$ cat src/hdl/ssr_pkg.sv
// shared constants, enums and carrier structs of the status reporting bank
package ssr_pkg;
    // register widths
    localparam int FLAG_W = 16;
    localparam int ESR_W  = 8;

    // device_state_flags bit positions
    localparam int DEV_LEGACY_BIT = 7;
    localparam int DEV_PLL_BIT    = 8;

    // questionable_summary bit positions
    localparam int QUES_POW_BIT  = 3;
    localparam int QUES_CAL_BIT  = 8;
    localparam int QUES_POWER_UP_SELF_TEST_BIT = 9;

    // questionable_power_flags and questionable_zeroing_flags bit positions
    localparam int QPOW_CORRUPT_BIT = 1;
    localparam int QPOW_ZERO_BIT    = 5;
    localparam int QCAL_FAIL_BIT    = 1;

    // standard_event_flags bit positions
    localparam int ESR_OPC_BIT  = 0;
    localparam int ESR_QERR_BIT = 2;
    localparam int ESR_DEV_BIT  = 3;
    localparam int ESR_EXE_BIT  = 4;
    localparam int ESR_CMD_BIT  = 5;
    localparam int ESR_USR_BIT  = 6;
    localparam int ESR_PON_BIT  = 7;

    // status_summary_byte bit positions
    localparam int STB_QUES_BIT = 3;
    localparam int STB_MAV_BIT  = 4;
    localparam int STB_ESB_BIT  = 5;

    // reset values and fixed enables of the sub-registers
    localparam logic [ESR_W-1:0]  ESE_RST    = 8'h00;
    localparam logic [FLAG_W-1:0] QEN_RST    = 16'h0000;
    localparam logic [FLAG_W-1:0] SUB_EN_ALL = 16'hFFFF;

    // error codes, two's complement: -200 and -100
    localparam logic [15:0] ERR_LEGACY = 16'hFF38;
    localparam logic [15:0] ERR_CMD    = 16'hFF9C;

    typedef enum logic [3:0] {
        CMD_SET     = 4'h0,
        CMD_ESE_SET = 4'h1,
        CMD_QEN_SET = 4'h2,
        CMD_QUERY   = 4'h3,
        CMD_READ    = 4'h4,
        CMD_OPC     = 4'h5,
        CMD_CLOSE   = 4'h6,
        CMD_BAD     = 4'h7
    } ssr_kind_e;

    typedef enum logic [1:0] {
        CH_LEGACY = 2'h0,
        CH_USBTMC = 2'h1,
        CH_TCPIP  = 2'h2
    } ssr_chan_e;

    typedef enum logic [2:0] {
        SEL_DEV  = 3'h0,
        SEL_QUES = 3'h1,
        SEL_QPOW = 3'h2,
        SEL_QCAL = 3'h3,
        SEL_ESR  = 3'h4,
        SEL_ESE  = 3'h5,
        SEL_STB  = 3'h6,
        SEL_QEN  = 3'h7
    } ssr_sel_e;

    typedef enum logic {
        LK_FREE = 1'b0,
        LK_HELD = 1'b1
    } ssr_lock_e;

    typedef struct packed {
        logic        valid;
        ssr_kind_e   kind;
        ssr_chan_e   chan;
        ssr_sel_e    sel;
        logic [15:0] wdata;
    } ssr_cmd_s;

    typedef struct packed {
        logic        ext_src;
        logic        power_up_self_test_fail;
        logic        meas_corrupt;
        logic        zero_invalid;
        logic        zero_fail;
        logic        manual;
        logic        all_done;
        logic        exec_err;
        logic [15:0] exec_code;
        logic        dev_err;
        logic [15:0] dev_code;
    } ssr_cond_s;
endpackage : ssr_pkg

$ cat src/hdl/ssr_sync.sv
// two flip-flop synchroniser for pin levels
`timescale 1ns/100ps
`default_nettype none
module ssr_sync #(
    parameter int W = 1
) (
    input  wire logic         i_clk,
    input  wire logic         i_rst,
    input  wire logic         i_ce,
    input  wire logic [W-1:0] i_async,
    output logic      [W-1:0] o_sync
);
    logic [W-1:0] meta_q;
    logic [W-1:0] sync_q;

    // first stage feeds only the second stage
    always_ff @(posedge i_clk or posedge i_rst) begin
        if (i_rst) begin
            meta_q <= '0;
            sync_q <= '0;
        end else if (i_ce) begin
            meta_q <= i_async;
            sync_q <= meta_q;
        end
    end

    assign o_sync = sync_q;
endmodule : ssr_sync
`default_nettype wire

$ cat src/hdl/ssr_event_reg.sv
// sticky event register with clear on read and masked summary
`timescale 1ns/100ps
`default_nettype none
module ssr_event_reg #(
    parameter int W    = 16,
    parameter bit EDGE = 1'b1
) (
    input  wire logic         i_clk,
    input  wire logic         i_rst,
    input  wire logic         i_ce,
    input  wire logic [W-1:0] i_cond,
    input  wire logic [W-1:0] i_mask,
    input  wire logic         i_rd_clr,
    output logic      [W-1:0] o_event,
    output logic              o_summary
);
    logic [W-1:0] prev_q;
    logic [W-1:0] ev_q;
    logic [W-1:0] ev_d;
    logic         sum_q;
    wire  [W-1:0] rise;

    // level sources latch on their rising edge, pulse sources every cycle
    assign rise = EDGE ? (i_cond & ~prev_q) : i_cond;
    // set wins over the clear of a read in the same cycle
    assign ev_d = (ev_q & ~{W{i_rd_clr}}) | rise;

    always_ff @(posedge i_clk or posedge i_rst) begin
        if (i_rst) begin
            prev_q <= '0;
            ev_q   <= '0;
            sum_q  <= 1'b0;
        end else if (i_ce) begin
            prev_q <= i_cond;
            ev_q   <= ev_d;
            sum_q  <= |(ev_q & i_mask);
        end
    end

    assign o_event   = ev_q;
    assign o_summary = sum_q;
endmodule : ssr_event_reg
`default_nettype wire

$ cat src/hdl/ssr_status_bank.sv
// status reporting register bank reached through parsed command messages
`timescale 1ns/100ps
`default_nettype none
// Function
// - First legacy-channel setting command takes the lock and sets device bit 7.
// - Setting command on another channel while locked is rejected with -200.
// - Device bit 8 is 1 on internal clock, else follows reference PLL lock.
// - Questionable bit 3 summarises power flags, bit 8 the zeroing flags.
// - Questionable bit 9 flags a failed power-up self test.
// - Power flag bit 1 flags corrupt measurement data.
// - Power flag bit 5 flags an invalid zero correction.
// - Zeroing flag bit 1 flags a failed zeroing.
// - Standard event flags are queryable; their mask is writable and readable.
// - Event bit 0 sets when operation-complete arrives and all work is done.
// - Event bit 2 sets on a read with nothing pending or unread data overrun.
// - Event bit 3 sets on a device error and queues its code unless another error comes in the same cycle.
// - Event bit 4 sets on an execution error and queues its code unless a lock rejection or bad command comes in the same cycle.
// - Event bit 5 sets on a bad command and queues code -100.
// - Event bit 6 sets when switched to manual control.
// - Event bit 7 sets at power on.
// - Status byte bit 5 is the masked OR of the standard event flags.
// - Status byte bit 3 is the masked OR of the questionable flags.
module ssr_status_bank (
    input  wire logic                I_CLK,
    input  wire logic                I_RST,
    input  wire logic                I_CE,
    input  wire ssr_pkg::ssr_cmd_s   I_CMD,
    input  wire ssr_pkg::ssr_cond_s  I_COND,
    input  wire logic                I_PLL_LOCK,
    output logic                     O_RSP_VALID,
    output logic [15:0]              O_RSP_DATA,
    output logic                     O_ERR_VALID,
    output logic [15:0]              O_ERR_CODE,
    output logic [7:0]               O_STATUS_BYTE,
    output logic                     O_LEGACY_LOCK,
    output logic                     O_SET_EXEC
);
    import ssr_pkg::*;

    ssr_lock_e          lock_q;
    ssr_lock_e          lock_d;
    logic [ESR_W-1:0]   ese_q;
    logic [FLAG_W-1:0]  qen_q;
    logic               mav_q;
    logic               opc_pend_q;
    logic               pon_q;
    logic               rsp_valid_q;
    logic [15:0]        rsp_data_q;
    logic               err_valid_q;
    logic [15:0]        err_code_q;
    logic [7:0]         stb_q;
    logic               set_exec_q;
    logic               pll_s;
    logic [FLAG_W-1:0]  pow_ev;
    logic [FLAG_W-1:0]  cal_ev;
    logic [FLAG_W-1:0]  ques_ev;
    logic [ESR_W-1:0]   esr_ev;
    logic               pow_sum;
    logic               cal_sum;
    logic               ques_sum;
    logic               esr_sum;

    // command decode
    wire cmd_go     = I_CE & I_CMD.valid;
    wire is_legacy  = (I_CMD.chan == CH_LEGACY);
    wire set_kind   = (I_CMD.kind == CMD_SET) | (I_CMD.kind == CMD_ESE_SET) | (I_CMD.kind == CMD_QEN_SET);
    wire set_cmd    = cmd_go & set_kind;
    wire reject     = set_cmd & ~is_legacy & (lock_q == LK_HELD);
    wire set_ok     = set_cmd & ~reject;
    wire lock_take  = set_cmd & is_legacy & (lock_q == LK_FREE);
    wire lock_drop  = cmd_go & is_legacy & (I_CMD.kind == CMD_CLOSE);
    wire qry        = cmd_go & (I_CMD.kind == CMD_QUERY);
    wire rd_cmd     = cmd_go & (I_CMD.kind == CMD_READ);
    wire bad_cmd    = cmd_go & (I_CMD.kind == CMD_BAD);
    wire opc_cmd    = cmd_go & (I_CMD.kind == CMD_OPC);
    wire ese_wr     = set_ok & (I_CMD.kind == CMD_ESE_SET);
    wire qen_wr     = set_ok & (I_CMD.kind == CMD_QEN_SET);

    // query errors: read with nothing pending, or new command over unread data
    wire qerr       = (rd_cmd & ~mav_q) | (cmd_go & ~rd_cmd & mav_q);
    wire opc_fire   = I_CE & opc_pend_q & I_COND.all_done;

    // reading an event register clears it
    wire clr_ques   = qry & (I_CMD.sel == SEL_QUES);
    wire clr_pow    = qry & (I_CMD.sel == SEL_QPOW);
    wire clr_cal    = qry & (I_CMD.sel == SEL_QCAL);
    wire clr_esr    = qry & (I_CMD.sel == SEL_ESR);

    // device flags are live levels, not latched events
    wire [FLAG_W-1:0] dev_flags = (FLAG_W'(lock_q == LK_HELD) << DEV_LEGACY_BIT)
                                | (FLAG_W'(~I_COND.ext_src | pll_s) << DEV_PLL_BIT);

    // condition vectors of the questionable tree
    wire [FLAG_W-1:0] pow_cond  = (FLAG_W'(I_COND.meas_corrupt) << QPOW_CORRUPT_BIT)
                                | (FLAG_W'(I_COND.zero_invalid) << QPOW_ZERO_BIT);
    wire [FLAG_W-1:0] cal_cond  = FLAG_W'(I_COND.zero_fail) << QCAL_FAIL_BIT;
    wire [FLAG_W-1:0] ques_cond = (FLAG_W'(pow_sum) << QUES_POW_BIT)
                                | (FLAG_W'(cal_sum) << QUES_CAL_BIT)
                                | (FLAG_W'(I_COND.power_up_self_test_fail) << QUES_POWER_UP_SELF_TEST_BIT);

    // standard event sources, all one-cycle pulses
    wire [ESR_W-1:0] esr_set = (ESR_W'(opc_fire) << ESR_OPC_BIT)
                             | (ESR_W'(qerr) << ESR_QERR_BIT)
                             | (ESR_W'(I_COND.dev_err) << ESR_DEV_BIT)
                             | (ESR_W'(reject | I_COND.exec_err) << ESR_EXE_BIT)
                             | (ESR_W'(bad_cmd) << ESR_CMD_BIT)
                             | (ESR_W'(I_COND.manual) << ESR_USR_BIT)
                             | (ESR_W'(pon_q) << ESR_PON_BIT);

    // error queue entry: one per cycle, the lock rejection ranks first
    wire        err_any  = reject | bad_cmd | I_COND.exec_err | I_COND.dev_err;
    wire [15:0] err_mux  = reject          ? ERR_LEGACY :
                           bad_cmd         ? ERR_CMD :
                           I_COND.exec_err ? I_COND.exec_code :
                           I_COND.dev_code;

    // query response selection
    wire [15:0] rsp_mux  = (I_CMD.sel == SEL_DEV)  ? dev_flags :
                           (I_CMD.sel == SEL_QUES) ? ques_ev :
                           (I_CMD.sel == SEL_QPOW) ? pow_ev :
                           (I_CMD.sel == SEL_QCAL) ? cal_ev :
                           (I_CMD.sel == SEL_ESR)  ? {8'h00, esr_ev} :
                           (I_CMD.sel == SEL_ESE)  ? {8'h00, ese_q} :
                           (I_CMD.sel == SEL_STB)  ? {8'h00, stb_q} :
                           qen_q;

    // summaries feeding the status byte
    wire [7:0] stb_d = (8'(ques_sum) << STB_QUES_BIT)
                     | (8'(mav_q) << STB_MAV_BIT)
                     | (8'(esr_sum) << STB_ESB_BIT);

    // reference PLL lock arrives from another clock domain
    ssr_sync #(.W(1)) u_pll_sync (
        .i_clk   (I_CLK),
        .i_rst   (I_RST),
        .i_ce    (I_CE),
        .i_async (I_PLL_LOCK),
        .o_sync  (pll_s)
    );

    // questionable power and zeroing sub-registers, enables fixed open
    ssr_event_reg #(.W(FLAG_W), .EDGE(1'b1)) u_pow (
        .i_clk     (I_CLK),
        .i_rst     (I_RST),
        .i_ce      (I_CE),
        .i_cond    (pow_cond),
        .i_mask    (SUB_EN_ALL),
        .i_rd_clr  (clr_pow),
        .o_event   (pow_ev),
        .o_summary (pow_sum)
    );

    ssr_event_reg #(.W(FLAG_W), .EDGE(1'b1)) u_cal (
        .i_clk     (I_CLK),
        .i_rst     (I_RST),
        .i_ce      (I_CE),
        .i_cond    (cal_cond),
        .i_mask    (SUB_EN_ALL),
        .i_rd_clr  (clr_cal),
        .o_event   (cal_ev),
        .o_summary (cal_sum)
    );

    // questionable summary register, gated by the writable enable
    ssr_event_reg #(.W(FLAG_W), .EDGE(1'b1)) u_ques (
        .i_clk     (I_CLK),
        .i_rst     (I_RST),
        .i_ce      (I_CE),
        .i_cond    (ques_cond),
        .i_mask    (qen_q),
        .i_rd_clr  (clr_ques),
        .o_event   (ques_ev),
        .o_summary (ques_sum)
    );

    // standard event flags take pulses, so no edge detect that could merge them
    ssr_event_reg #(.W(ESR_W), .EDGE(1'b0)) u_esr (
        .i_clk     (I_CLK),
        .i_rst     (I_RST),
        .i_ce      (I_CE),
        .i_cond    (esr_set),
        .i_mask    (ese_q),
        .i_rd_clr  (clr_esr),
        .o_event   (esr_ev),
        .o_summary (esr_sum)
    );

    // legacy lock state
    always_comb begin
        case (lock_q)
            LK_FREE: lock_d = lock_take ? LK_HELD : LK_FREE;
            LK_HELD: lock_d = lock_drop ? LK_FREE : LK_HELD;
            default: lock_d = LK_FREE;
        endcase
    end

    // control state: lock, masks, pending flags
    always_ff @(posedge I_CLK or posedge I_RST) begin
        if (I_RST) begin
            lock_q     <= LK_FREE;
            ese_q      <= ESE_RST;
            qen_q      <= QEN_RST;
            mav_q      <= 1'b0;
            opc_pend_q <= 1'b0;
            pon_q      <= 1'b1;
        end else if (I_CE) begin
            lock_q     <= lock_d;
            ese_q      <= ese_wr ? I_CMD.wdata[ESR_W-1:0] : ese_q;
            qen_q      <= qen_wr ? I_CMD.wdata : qen_q;
            mav_q      <= qry | (mav_q & ~cmd_go);
            opc_pend_q <= opc_cmd | (opc_pend_q & ~opc_fire);
            pon_q      <= 1'b0;
        end
    end

    // registered outputs; pulses drop when the clock enable is low
    always_ff @(posedge I_CLK or posedge I_RST) begin
        if (I_RST) begin
            rsp_valid_q <= 1'b0;
            rsp_data_q  <= 16'h0000;
            err_valid_q <= 1'b0;
            err_code_q  <= 16'h0000;
            stb_q       <= 8'h00;
            set_exec_q  <= 1'b0;
        end else if (I_CE) begin
            rsp_valid_q <= qry;
            rsp_data_q  <= qry ? rsp_mux : rsp_data_q;
            err_valid_q <= err_any;
            err_code_q  <= err_any ? err_mux : err_code_q;
            stb_q       <= stb_d;
            set_exec_q  <= set_ok;
        end else begin
            rsp_valid_q <= 1'b0;
            err_valid_q <= 1'b0;
            set_exec_q  <= 1'b0;
        end
    end

    assign O_RSP_VALID   = rsp_valid_q;
    assign O_RSP_DATA    = rsp_data_q;
    assign O_ERR_VALID   = err_valid_q;
    assign O_ERR_CODE    = err_code_q;
    assign O_STATUS_BYTE = stb_q;
    assign O_LEGACY_LOCK = lock_q;
    assign O_SET_EXEC    = set_exec_q;
endmodule : ssr_status_bank
`default_nettype wire

$ cat config.mk
export PLATFORM = sky130hd
export DESIGN_NAME = ssr_status_bank
export DESIGN_NICKNAME = d
export VERILOG_FILES = /design/src/hdl/ssr_pkg.sv /design/src/hdl/ssr_sync.sv /design/src/hdl/ssr_event_reg.sv /design/src/hdl/ssr_status_bank.sv
export SDC_FILE = /design/constraint.sdc
export NUM_CORES = 1
export LEC_CHECK = 0
export CAP_MARGIN = 30
export CORE_UTILIZATION = 46
export CTS_BUF_LIST = sky130_fd_sc_hd__clkbuf_4
export DETAILED_ROUTE_END_ITERATION = 6
export DONT_BUFFER_PORTS = 1
export GPL_ROUTABILITY_DRIVEN = 0
export GPL_TIMING_DRIVEN = 1
export PLACE_DENSITY = 0.65
export SLEW_MARGIN = 20
export SYNTH_ARGS = -nofsm -noshare
export SYNTH_HDL_FRONTEND = slang
export SYNTH_HIERARCHICAL = 1
export SYNTH_SLANG_ARGS = --single-unit
$ cat constraint.sdc
create_clock -name I_CLK -period 2.4 [get_ports I_CLK]
set_input_delay 0.24 -clock I_CLK [delete_from_list [all_inputs] [get_ports I_CLK]]
set_output_delay 0.24 -clock I_CLK [all_outputs]
set_load 0.02 [all_outputs]
### After elaboration in Yosys (flattened, before gate mapping)

Index checks and enable logic that the tools add are counted.
Widths: inputs -> output; s select.

* bits in registers: 166
* word-level logic and storage cells: 141
* output and inout port bits: 44

* mux-type cells: 16
* equality and inequality tests: 13
* bitwise operators: 76
* reductions and logical operators: 11

Operators by type and width (count)
* $mux 16: 10
* $not 16->16: 5
* $and 16x16->16: 4
* $or 16x16->16: 3
* $reduce_or 16->1: 3
* $and 1x1->1: 26
* $and 10x16->16: 1
* $and 2x16->16: 1
* $and 6x16->16: 1
* $and 8x8->8: 2
* $eq 4x3->1 const B: 4
* $not 2->16: 1
* $or 8x16->16: 1
* $or 5x6->6: 2
* $or 4x5->5: 2
* $or 9x10->10: 1
* $eq 3x3->1 const B: 3
* $or 1x1->1: 9
* $or 4x9->9: 1
* $eq 4x2->1 const B: 2
* $not 1->8: 1
* $not 8->8: 1
* $or 7x8->8: 1
* $or 8x1->8: 1
* 16 further kinds: 30

### Logic depth before layout (Yosys ltp)

Gate-level depths: netlist of run 1.

* depth in word-level cells: 13
* gate-level depth with buffers: 10
* depth with buffers taken out: 7

### Cells and area by module

Netlist of run 1, hierarchy kept.

Modules (own cells, without submodules)
* ssr_event_reg at u_cal ...: instances 3, cells an instance 123, area an instance 1310.0 um2, seq. area each 825.8 um2
* ssr_status_bank: instances 1, cells an instance 321, area an instance 3601.0 um2, seq. area each 1652.8 um2
* ssr_event_reg at u_esr: instances 1, cells an instance 26, area an instance 365.4 um2, seq. area each 225.2 um2
* ssr_sync: instances 1, cells an instance 5, area an instance 76.3 um2, seq. area each 50.0 um2

### Worst setup path after synthesis of run 1

OpenSTA, ideal clock, no wires.

* kind: input to register
* start point: in I_CE
* end point: reg u_cal.ev_q[6], in the netlist u_cal/o_event[6]
* library setup time: 0.122 ns
* arrival: 1.857 ns
* stages: 9
* path slack: 0.422 ns
* cells stage by stage: buf_6 -> nand4bb_4 -> or2_2 -> clkbuf_1 -> buf_2 -> nor3_1 -> nand2_2 -> buf_2 -> a32o_1

* word-level cells in the longest chain between the ends: 6

Ends and longest elaborated chain
* from (decl): RTL line ssr_status_bank.sv:26 `input wire logic I_CE,`
* $and 1x1->1: RTL line ssr_status_bank.sv:64 `wire cmd_go = I_CE & I_CMD.valid;`
* $and 1x1->1: RTL line ssr_status_bank.sv:72 `wire qry = cmd_go & (I_CMD.kind == CMD_QUERY);`
* $and 1x1->1: RTL line ssr_status_bank.sv:86 `wire clr_cal = qry & (I_CMD.sel == SEL_QCAL);`
* net clr_cal: RTL line ssr_status_bank.sv:86
* $not 16->16: RTL line ssr_event_reg.sv:26 `assign ev_d = (ev_q & ~{W{i_rd_clr}}) | rise;`
* $and 16x16->16: RTL line ssr_event_reg.sv:26
* $or 16x16->16: RTL line ssr_event_reg.sv:26
* to (signal assigned): RTL line ssr_event_reg.sv:35 `ev_q <= ev_d;`
* to (decl): RTL line ssr_event_reg.sv:18 `logic [W-1:0] ev_q;`

The timed path passes the listed nets, and every way through them passes these cells.
A chain may end at the register's enable or synchronous reset.

### Worst setup path after layout of run 1

* start point: reg lock_q, in the netlist O_LEGACY_LOCK
* end point: reg qen_q[4]

* word-level cells in the longest chain between the ends: 5

Ends and longest elaborated chain
* from (decl): RTL line ssr_status_bank.sv:40 `ssr_lock_e lock_q;`
* from (signal assigned): RTL line ssr_status_bank.sv:207 `lock_q <= lock_d;`
* $and 1x1->1: RTL line ssr_status_bank.sv:68 `wire reject = set_cmd & ~is_legacy & (lock_q == LK_HELD);`
* $not 1->1: RTL line ssr_status_bank.sv:69 `wire set_ok = set_cmd & ~reject;`
* $and 1x1->1: RTL line ssr_status_bank.sv:69
* $and 1x1->1: RTL line ssr_status_bank.sv:77 `wire qen_wr = set_ok & (I_CMD.kind == CMD_QEN_SET);`
* $reduce_and 2->1 (no source line)
* to (signal assigned): RTL line ssr_status_bank.sv:209 `qen_q <= qen_wr ? I_CMD.wdata : qen_q;`
* to (decl): RTL line ssr_status_bank.sv:43 `logic [FLAG_W-1:0] qen_q;`

Every way passes these cells.

==> results of run 1 <==
-- layout make-up --
type	count	area, um^2
antenna	1	2.50
clock buffer	17	128
clock inverter	15	198
fill	1467	7250
inverter	69	259
multi-input combinational	530	3430
sequential	176	4410
tap	220	275
timing repair buffer	80	816
-- cells in the mapped netlist, types with 2 or more instances --
cell type / instances
a211oi_1: 4
a21o_1: 4
a21oi_1: 8
a221oi_1: 17
a221oi_2: 5
a22o_1: 20
a22oi_1: 9
a2bb2oi_1: 16
a32o_1: 27
a41oi_1: 3
and2_1: 2
and3_1: 6
buf_1: 2
buf_2: 18
buf_4: 10
buf_6: 3
clkbuf_1: 14
conb_1: 2
dfrtp_1: 175
inv_1: 68
mux2_2: 28
mux2_4: 8
mux2i_1: 29
nand2_1: 89
nand2_2: 3
nand2b_1: 2
nor2_1: 8
nor2b_1: 3
nor3b_1: 2
o21a_1: 2
o21ai_0: 89
o22a_1: 3
o22ai_1: 12
o311a_1: 3
or2_2: 2
or3_1: 2
-- sequential cells by signal (all words and copies together) (netlist names), 3 cells and up, named ones only --
signal	flops
O_ERR_CODE	16
O_RSP_DATA	16
qen_q	16
u_cal/o_event	16
u_cal/prev_q	16
u_pow/o_event	16
u_pow/prev_q	16
u_ques/o_event	16
u_ques/prev_q	16
ese_q	8
u_esr/o_event	8
O_STATUS_BYTE	3
-- cell families (layout without fill, tap and decap cells) --
kind of cell | Yosys count | count (layout) | share of synthesized area
compound gates | 229 | 229 | 0.207
flops | 176 | 176 | 0.553
simple gates | 131 | 131 | 0.0793
buf+inv | 116 | 181 | 0.0650
mux | 66 | 66 | 0.0938
other cells | 2 | 104 | 0.000942
xor+xnor | 1 | 1 | 0.00110
-- metal layers --
layer | GRT usage | vias up | wire (um) | share of wire
met2 | 0.413 | 199 | 10400 | 0.50
met3 | 0.0540 | 34 | 1150 | 0.056
met4 | 0.0852 | 0 | 405 | 0.020
met5 | 0 | - | 0 | 0
li1 | - | 2802 | - | -
met1 | 0.320 | 3016 | 8810 | 0.42
-- metrics by stage --
step / instances / util / worst slack (ns) / power (mW) / hold WS, ns
after global routing: 1108 / 0.568 / 0.240 / 6.55 / 0.0344
after global placement: 1001 / 0.503 / 0.424 / 4.23 / -0.0174
after detailed placement: 1001 / 0.503 / 0.373 / 4.26 / -0.0114
after floorplan: 822 / - / 0.422 / 4.15 / -0.0188
final: 1108 / 0.568 / 0.292 / 6.26 / 0.0656
after CTS: 1107 / 0.567 / 0.358 / 6.30 / 0.00656
-- critical path, cell delays in order (launching register included) --
cell      delay, ns
dfrtp_1        0.54
o21a_1         0.24
nor3_4         0.15
nand4b_2       0.57
mux2_2         0.50
-- where the power goes --
group / total, mW / leakage, nW / internal (mW) / switching [mW]
clock: 1.87 / 0.174 / 0.761 / 1.11
combinational: 0.811 / 2.36 / 0.416 / 0.395
sequential: 3.58 / 1.98 / 3.23 / 0.346
-- what timing repair did --
| action | in CTS | in global routing |
|---|---|---|
| setup buffers | 0 | 0 |
| hold buffers | 74 | 0 |
| endpoints found under the hold margin | 272 | 0 |
-- final timing paths --
kind / to / slack, ns / depth (start not counted)
hold reg to reg: u_ques/o_event[8] / 0.48 / 1
setup reg to reg: qen_q[4] / 0.29 / 4
min in group asynchronous: u_pow/prev_q[5] / 0.19 / 2
hold / removal: O_RSP_DATA[12] / 0.07 / 3
max in group asynchronous: O_ERR_CODE[8] / 1.23 / 3
setup / recovery: qen_q[4] / 0.29 / 4
==> results.py, run 1 <==
metrics = {
    "status": {
        "status": "complete, no violations",
    },
    "global_routing": {
        "grt_max_degree": 91,
        "antenna_found_initial": 1,
        "grt_usage": 0.248,
        "overflow": 0,
        "grt_pass1_vias": 6271,
        "grt_pass1_wl_um": 33800,
    },
    "sta": {
        "fmax_ghz": 0.474,
        "tns_ns": 0,
        "slew_headroom": 0.464,
        "grt_setup_unrepaired": "false",
        "setup_viol": 0,
        "tightest_slew_ns": 0.801,
        "finalCriticalPeriod_ns": 2.11,
        "hold_viol_final": 0,
        "period_share": 0.878,
        "final-max-slew-violation-count": 0,
        "worst_clock_skew_ns": 0.0240,
    },
    "finish": {
        "synthToLayoutAreaGrowth_pct": 19.3,
        "final_cell_mix": "175 x dfrtp_1, 103 x conb_1, 89 x nand2_1, 89 x o21ai_0, 73 x dlygate4sd3_1",
        "layout_commonest_cell": "dfrtp_1",
        "nNetsFinal": 945,
        "design_area_um2": 9510,
        "drive_gt1_frac": 0.106,
    },
    "floorplanning": {
        "core-area_um2": 16800,
        "ioPinCount": 115,
        "num_rows": 47,
        "start_util": 0.476,
        "dieArea_um2": 17900,
        "die_x_um": 134,
        "fp.dieH_um": 134,
    },
    "power": {
        "power.density_nw_per_um2": 658,
        "ir_drop_mv": 0.381,
        "leakage_nw": 4.51,
    },
    "placed_design": {
        "port_buffers": 0,
        "dp.final_hpwl_um": 13000,
        "place_area_um2": 8430,
    },
    "yosys": {
        "ys_seq_area_frac": 0.553,
        "ys_async_sr_fraction": 1.00,
        "synth_cells": 721,
        "avgSynthCellArea_um2": 11.1,
        "synth_cell_types": 59,
        "synth.area.top_cells": "dfrtp_1 55%, o21ai_0 5.6%, nand2_1 4.2%",
        "synth_area_leader_cell": "dfrtp_1",
        "yosys_warnings": 6,
        "synth_edf_count": 0,
        "ys_seq_elements": 176,
        "synth.top_cell.area_share": 0.549,
        "syn_area_um2": 7970,
        "synthFlopType": "dfrtp_1",
    },
    "routing": {
        "drtIter0Drc": 541,
        "dr.pass1.iters": 5,
        "vias": 6051,
        "wl_per_cell_um": 18.7,
        "vias_per_cell": 5.46,
        "wirelength_um": 20800,
        "antenna_left": 0,
        "drc": 0,
    },
    "worst_hold_path": {
        "min_from": "I_CMD[17]",
        "hp-class": "in -> reg",
    },
    "critical_path": {
        "arrival_ns": 2.58,
        "crit_type": "reg -> reg",
        "r2r-start": "O_LEGACY_LOCK",
        "crit_path_start": "O_LEGACY_LOCK",
        "critPathLaunchType": "flop",
        "end_kind": "flop",
        "worstPathRequired_ns": 2.87,
        "cp_max_fo": 16,
    },
    "clock_tree": {
        "clock_path_buffers": 2,
        "clk_pin_slew_ns": 0.15,
        "cts_tree": "yes",
        "cts.repair.resized": 0,
        "cts_inserted_buffers": 17,
        "clock_sinks": 176,
        "h-tree-depth": 4,
        "clock_latency_ns": 0.59,
        "cts_root_buffer": "clkbuf_4",
    },
    "job": {
        "maxCapViolations": 0,
    },
}
No activity file was read; power rests on OpenSTA's default activity.
==> inputs of run 2 (changes only) <==
--- a/config.mk
+++ b/config.mk
@@ -11,7 +11,7 @@
 export DETAILED_ROUTE_END_ITERATION = 6
 export DONT_BUFFER_PORTS = 1
 export GPL_ROUTABILITY_DRIVEN = 0
-export GPL_TIMING_DRIVEN = 1
+export GPL_TIMING_DRIVEN = 0
 export PLACE_DENSITY = 0.65
 export SLEW_MARGIN = 20
 export SYNTH_ARGS = -nofsm -noshare
==> run 2 against run 1 <==
Net effect:
- combinational power increased by 7.3%
- critical path depth rose by 5
- final cell count rose by 3.1%
- global-route usage is 1.2 points higher
- highest routed layer unchanged
==> results.py, run 2 (synthesis gave the netlist of run 1 again) <==
metrics = {
    "power": {
        "power_mw": 6.24,
        "ir_drop_mv": 0.380,
        "p_clk_frac": 0.285,
        "leakage_nw": 4.56,
        "p_int_mw": 4.38,
        "p_sw_mw": 1.85,
        "combinationalPowerShare": 0.140,
        "power_frac_seq": 0.576,
        "power.density_nw_per_um2": 649,
        "switching_share": 0.297,
    },
    "global_routing": {
        "grt_pass1_wl_um": 34900,
        "grt_max_degree": 43,
        "overflow": 0,
        "grt_pass1_vias": 6488,
        "grt_usage": 0.260,
        "antenna_found_initial": 2,
    },
    "finish": {
        "nNetsFinal": 979,
        "final_util": 0.574,
        "drive_gt1_frac": 0.130,
        "final_cell_mix": "175 x dfrtp_1, 103 x conb_1, 89 x nand2_1, 89 x o21ai_0, 66 x dlygate4sd3_1",
        "layout_commonest_cell": "dfrtp_1",
        "synthToLayoutAreaGrowth_pct": 20.6,
    },
    "status": {
        "status": "complete, no violations",
    },
    "sta": {
        "slew_headroom": 0.530,
        "worst_clock_skew_ns": 0.0211,
        "fin_ws_ns": 0.154,
        "tightest_slew_ns": 0.706,
        "fmax_ghz": 0.445,
        "grt_setup_unrepaired": "false",
        "setup_viol": 0,
        "tns_ns": 0,
        "finalCriticalPeriod_ns": 2.25,
        "final-max-slew-violation-count": 0,
        "period_share": 0.936,
        "hold_viol_final": 0,
    },
    "critical_path": {
        "end_kind": "flop",
        "crit_type": "in -> reg",
        "cp_max_fo": 10,
        "r2r-start": "O_LEGACY_LOCK",
        "reg2regPathDepth": 5,
        "crit_path_start": "I_CE",
        "arrival_ns": 2.73,
        "worstPathRequired_ns": 2.88,
        "r2r_slack_ns": 0.23,
        "critPathLaunchType": "primary input",
        "r2r_end": "qen_q[5]",
    },
    "routing": {
        "vias": 6307,
        "wirelength_um": 22400,
        "drc": 0,
        "wl_per_cell_um": 19.6,
        "vias_per_cell": 5.52,
        "drtIter0Drc": 609,
        "antenna_left": 0,
        "dr.pass1.iters": 6,
    },
    "floorplanning": {
        "die_x_um": 134,
        "start_util": 0.476,
        "fp.dieH_um": 134,
        "dieArea_um2": 17900,
        "core-area_um2": 16800,
        "ioPinCount": 115,
        "num_rows": 47,
    },
    "worst_hold_path": {
        "hold_path_depth": 3,
        "min_from": "I_COND[7]",
        "min_to": "O_ERR_CODE[7]",
        "hp-class": "in -> reg",
    },
    "clock_tree": {
        "cts_tree": "yes",
        "cts_root_buffer": "clkbuf_4",
        "h-tree-depth": 4,
        "clock_sinks": 176,
        "cts.repair.resized": 0,
        "clock_path_buffers": 2,
        "clock_latency_ns": 0.59,
        "clk_pin_slew_ns": 0.14,
        "cts_inserted_buffers": 17,
    },
    "job": {
        "maxCapViolations": 0,
    },
    "placed_design": {
        "port_buffers": 0,
        "dp.final_hpwl_um": 15600,
        "dp_worst_setup_slack_ns": -0.165,
    },
}
run 2: cell count changes in the layout (fill, tap and decap cells not counted), moves of 5 or more:
cell | before | now
dlygate4sd3_1 | 73 | 66
clkbuf_1 | 0 | 14
buf_4 | 5 | 10
buf_2 | 0 | 18
run 2: per-stage QoR:
stage               cell area, um^2  hold slack [ns]  cells
floorplan                      8350          -0.0188    822
global placement               8630          -0.0140   1042
detailed placement             8650         -0.00921   1043
CTS                            9610          0.00399   1140
global route                   9610           0.0163   1142
finish                         9610           0.0471   1142
run 2: repair_timing:
action / in CTS / in global routing
setup buffers: 0 / 0
setup endpoints to repair: 0 / 0
hold buffers: 66 / 0
hold endpoints to repair: 235 / 0
run 2: worst max-delay path by stage:
stage                                  end  slack, ns  cells past startpoint
after global placement           qen_q[10]      -0.23                      1
after floorplan           u_cal/o_event[6]       0.42                      9
final                     u_esr/o_event[3]       0.15                      9
after detailed placement  u_cal/o_event[6]      -0.17                      9
after CTS                 u_esr/o_event[3]       0.26                      9
after global routing      u_esr/o_event[3]        0.1                      9
run 2: power groups by stage:
stage                     clock [mW]  combinational, mW  sequential [mW]
after CTS                       1.83              0.850             3.59
after detailed placement           0              0.743             3.64
after global routing            1.93              0.954             3.62
after floorplan                    0              0.596             3.55
final                           1.78              0.870             3.59
after global placement             0              0.701             3.63
run 2: metal layers:
| metal | part of all wire | global-route usage | up-vias |
|---|---|---|---|
| met3 | 0.067 | 0.0506 | 49 |
| met5 | 0 | 0 | - |
| met2 | 0.49 | 0.436 | 265 |
| met4 | 0.025 | 0.0985 | 0 |
| li1 | - | - | 2879 |
| met1 | 0.42 | 0.332 | 3114 |
run 2: critical path: stages:
cell           delay (ns)
buf_6                0.11
nand4bb_4            0.13
or2_2                0.35
clkbuf_1             0.25
buf_2                0.31
nor4_1               0.26
nand2_1              0.26
a22o_1               0.25
dlygate4sd3_1        0.55
run 2: layout make-up:
| type | instances | area, um^2 |
|---|---|---|
| diodes | 2 | 5.00 |
| plain buffers | 47 | 259 |
| clock buffers | 18 | 135 |
| clock inverters | 13 | 164 |
| fillers | 1431 | 7150 |
| inverters | 69 | 262 |
| multi-input cells | 530 | 3430 |
| flip-flops and latches | 176 | 4410 |
| well taps | 220 | 275 |
| repair buffers | 67 | 681 |
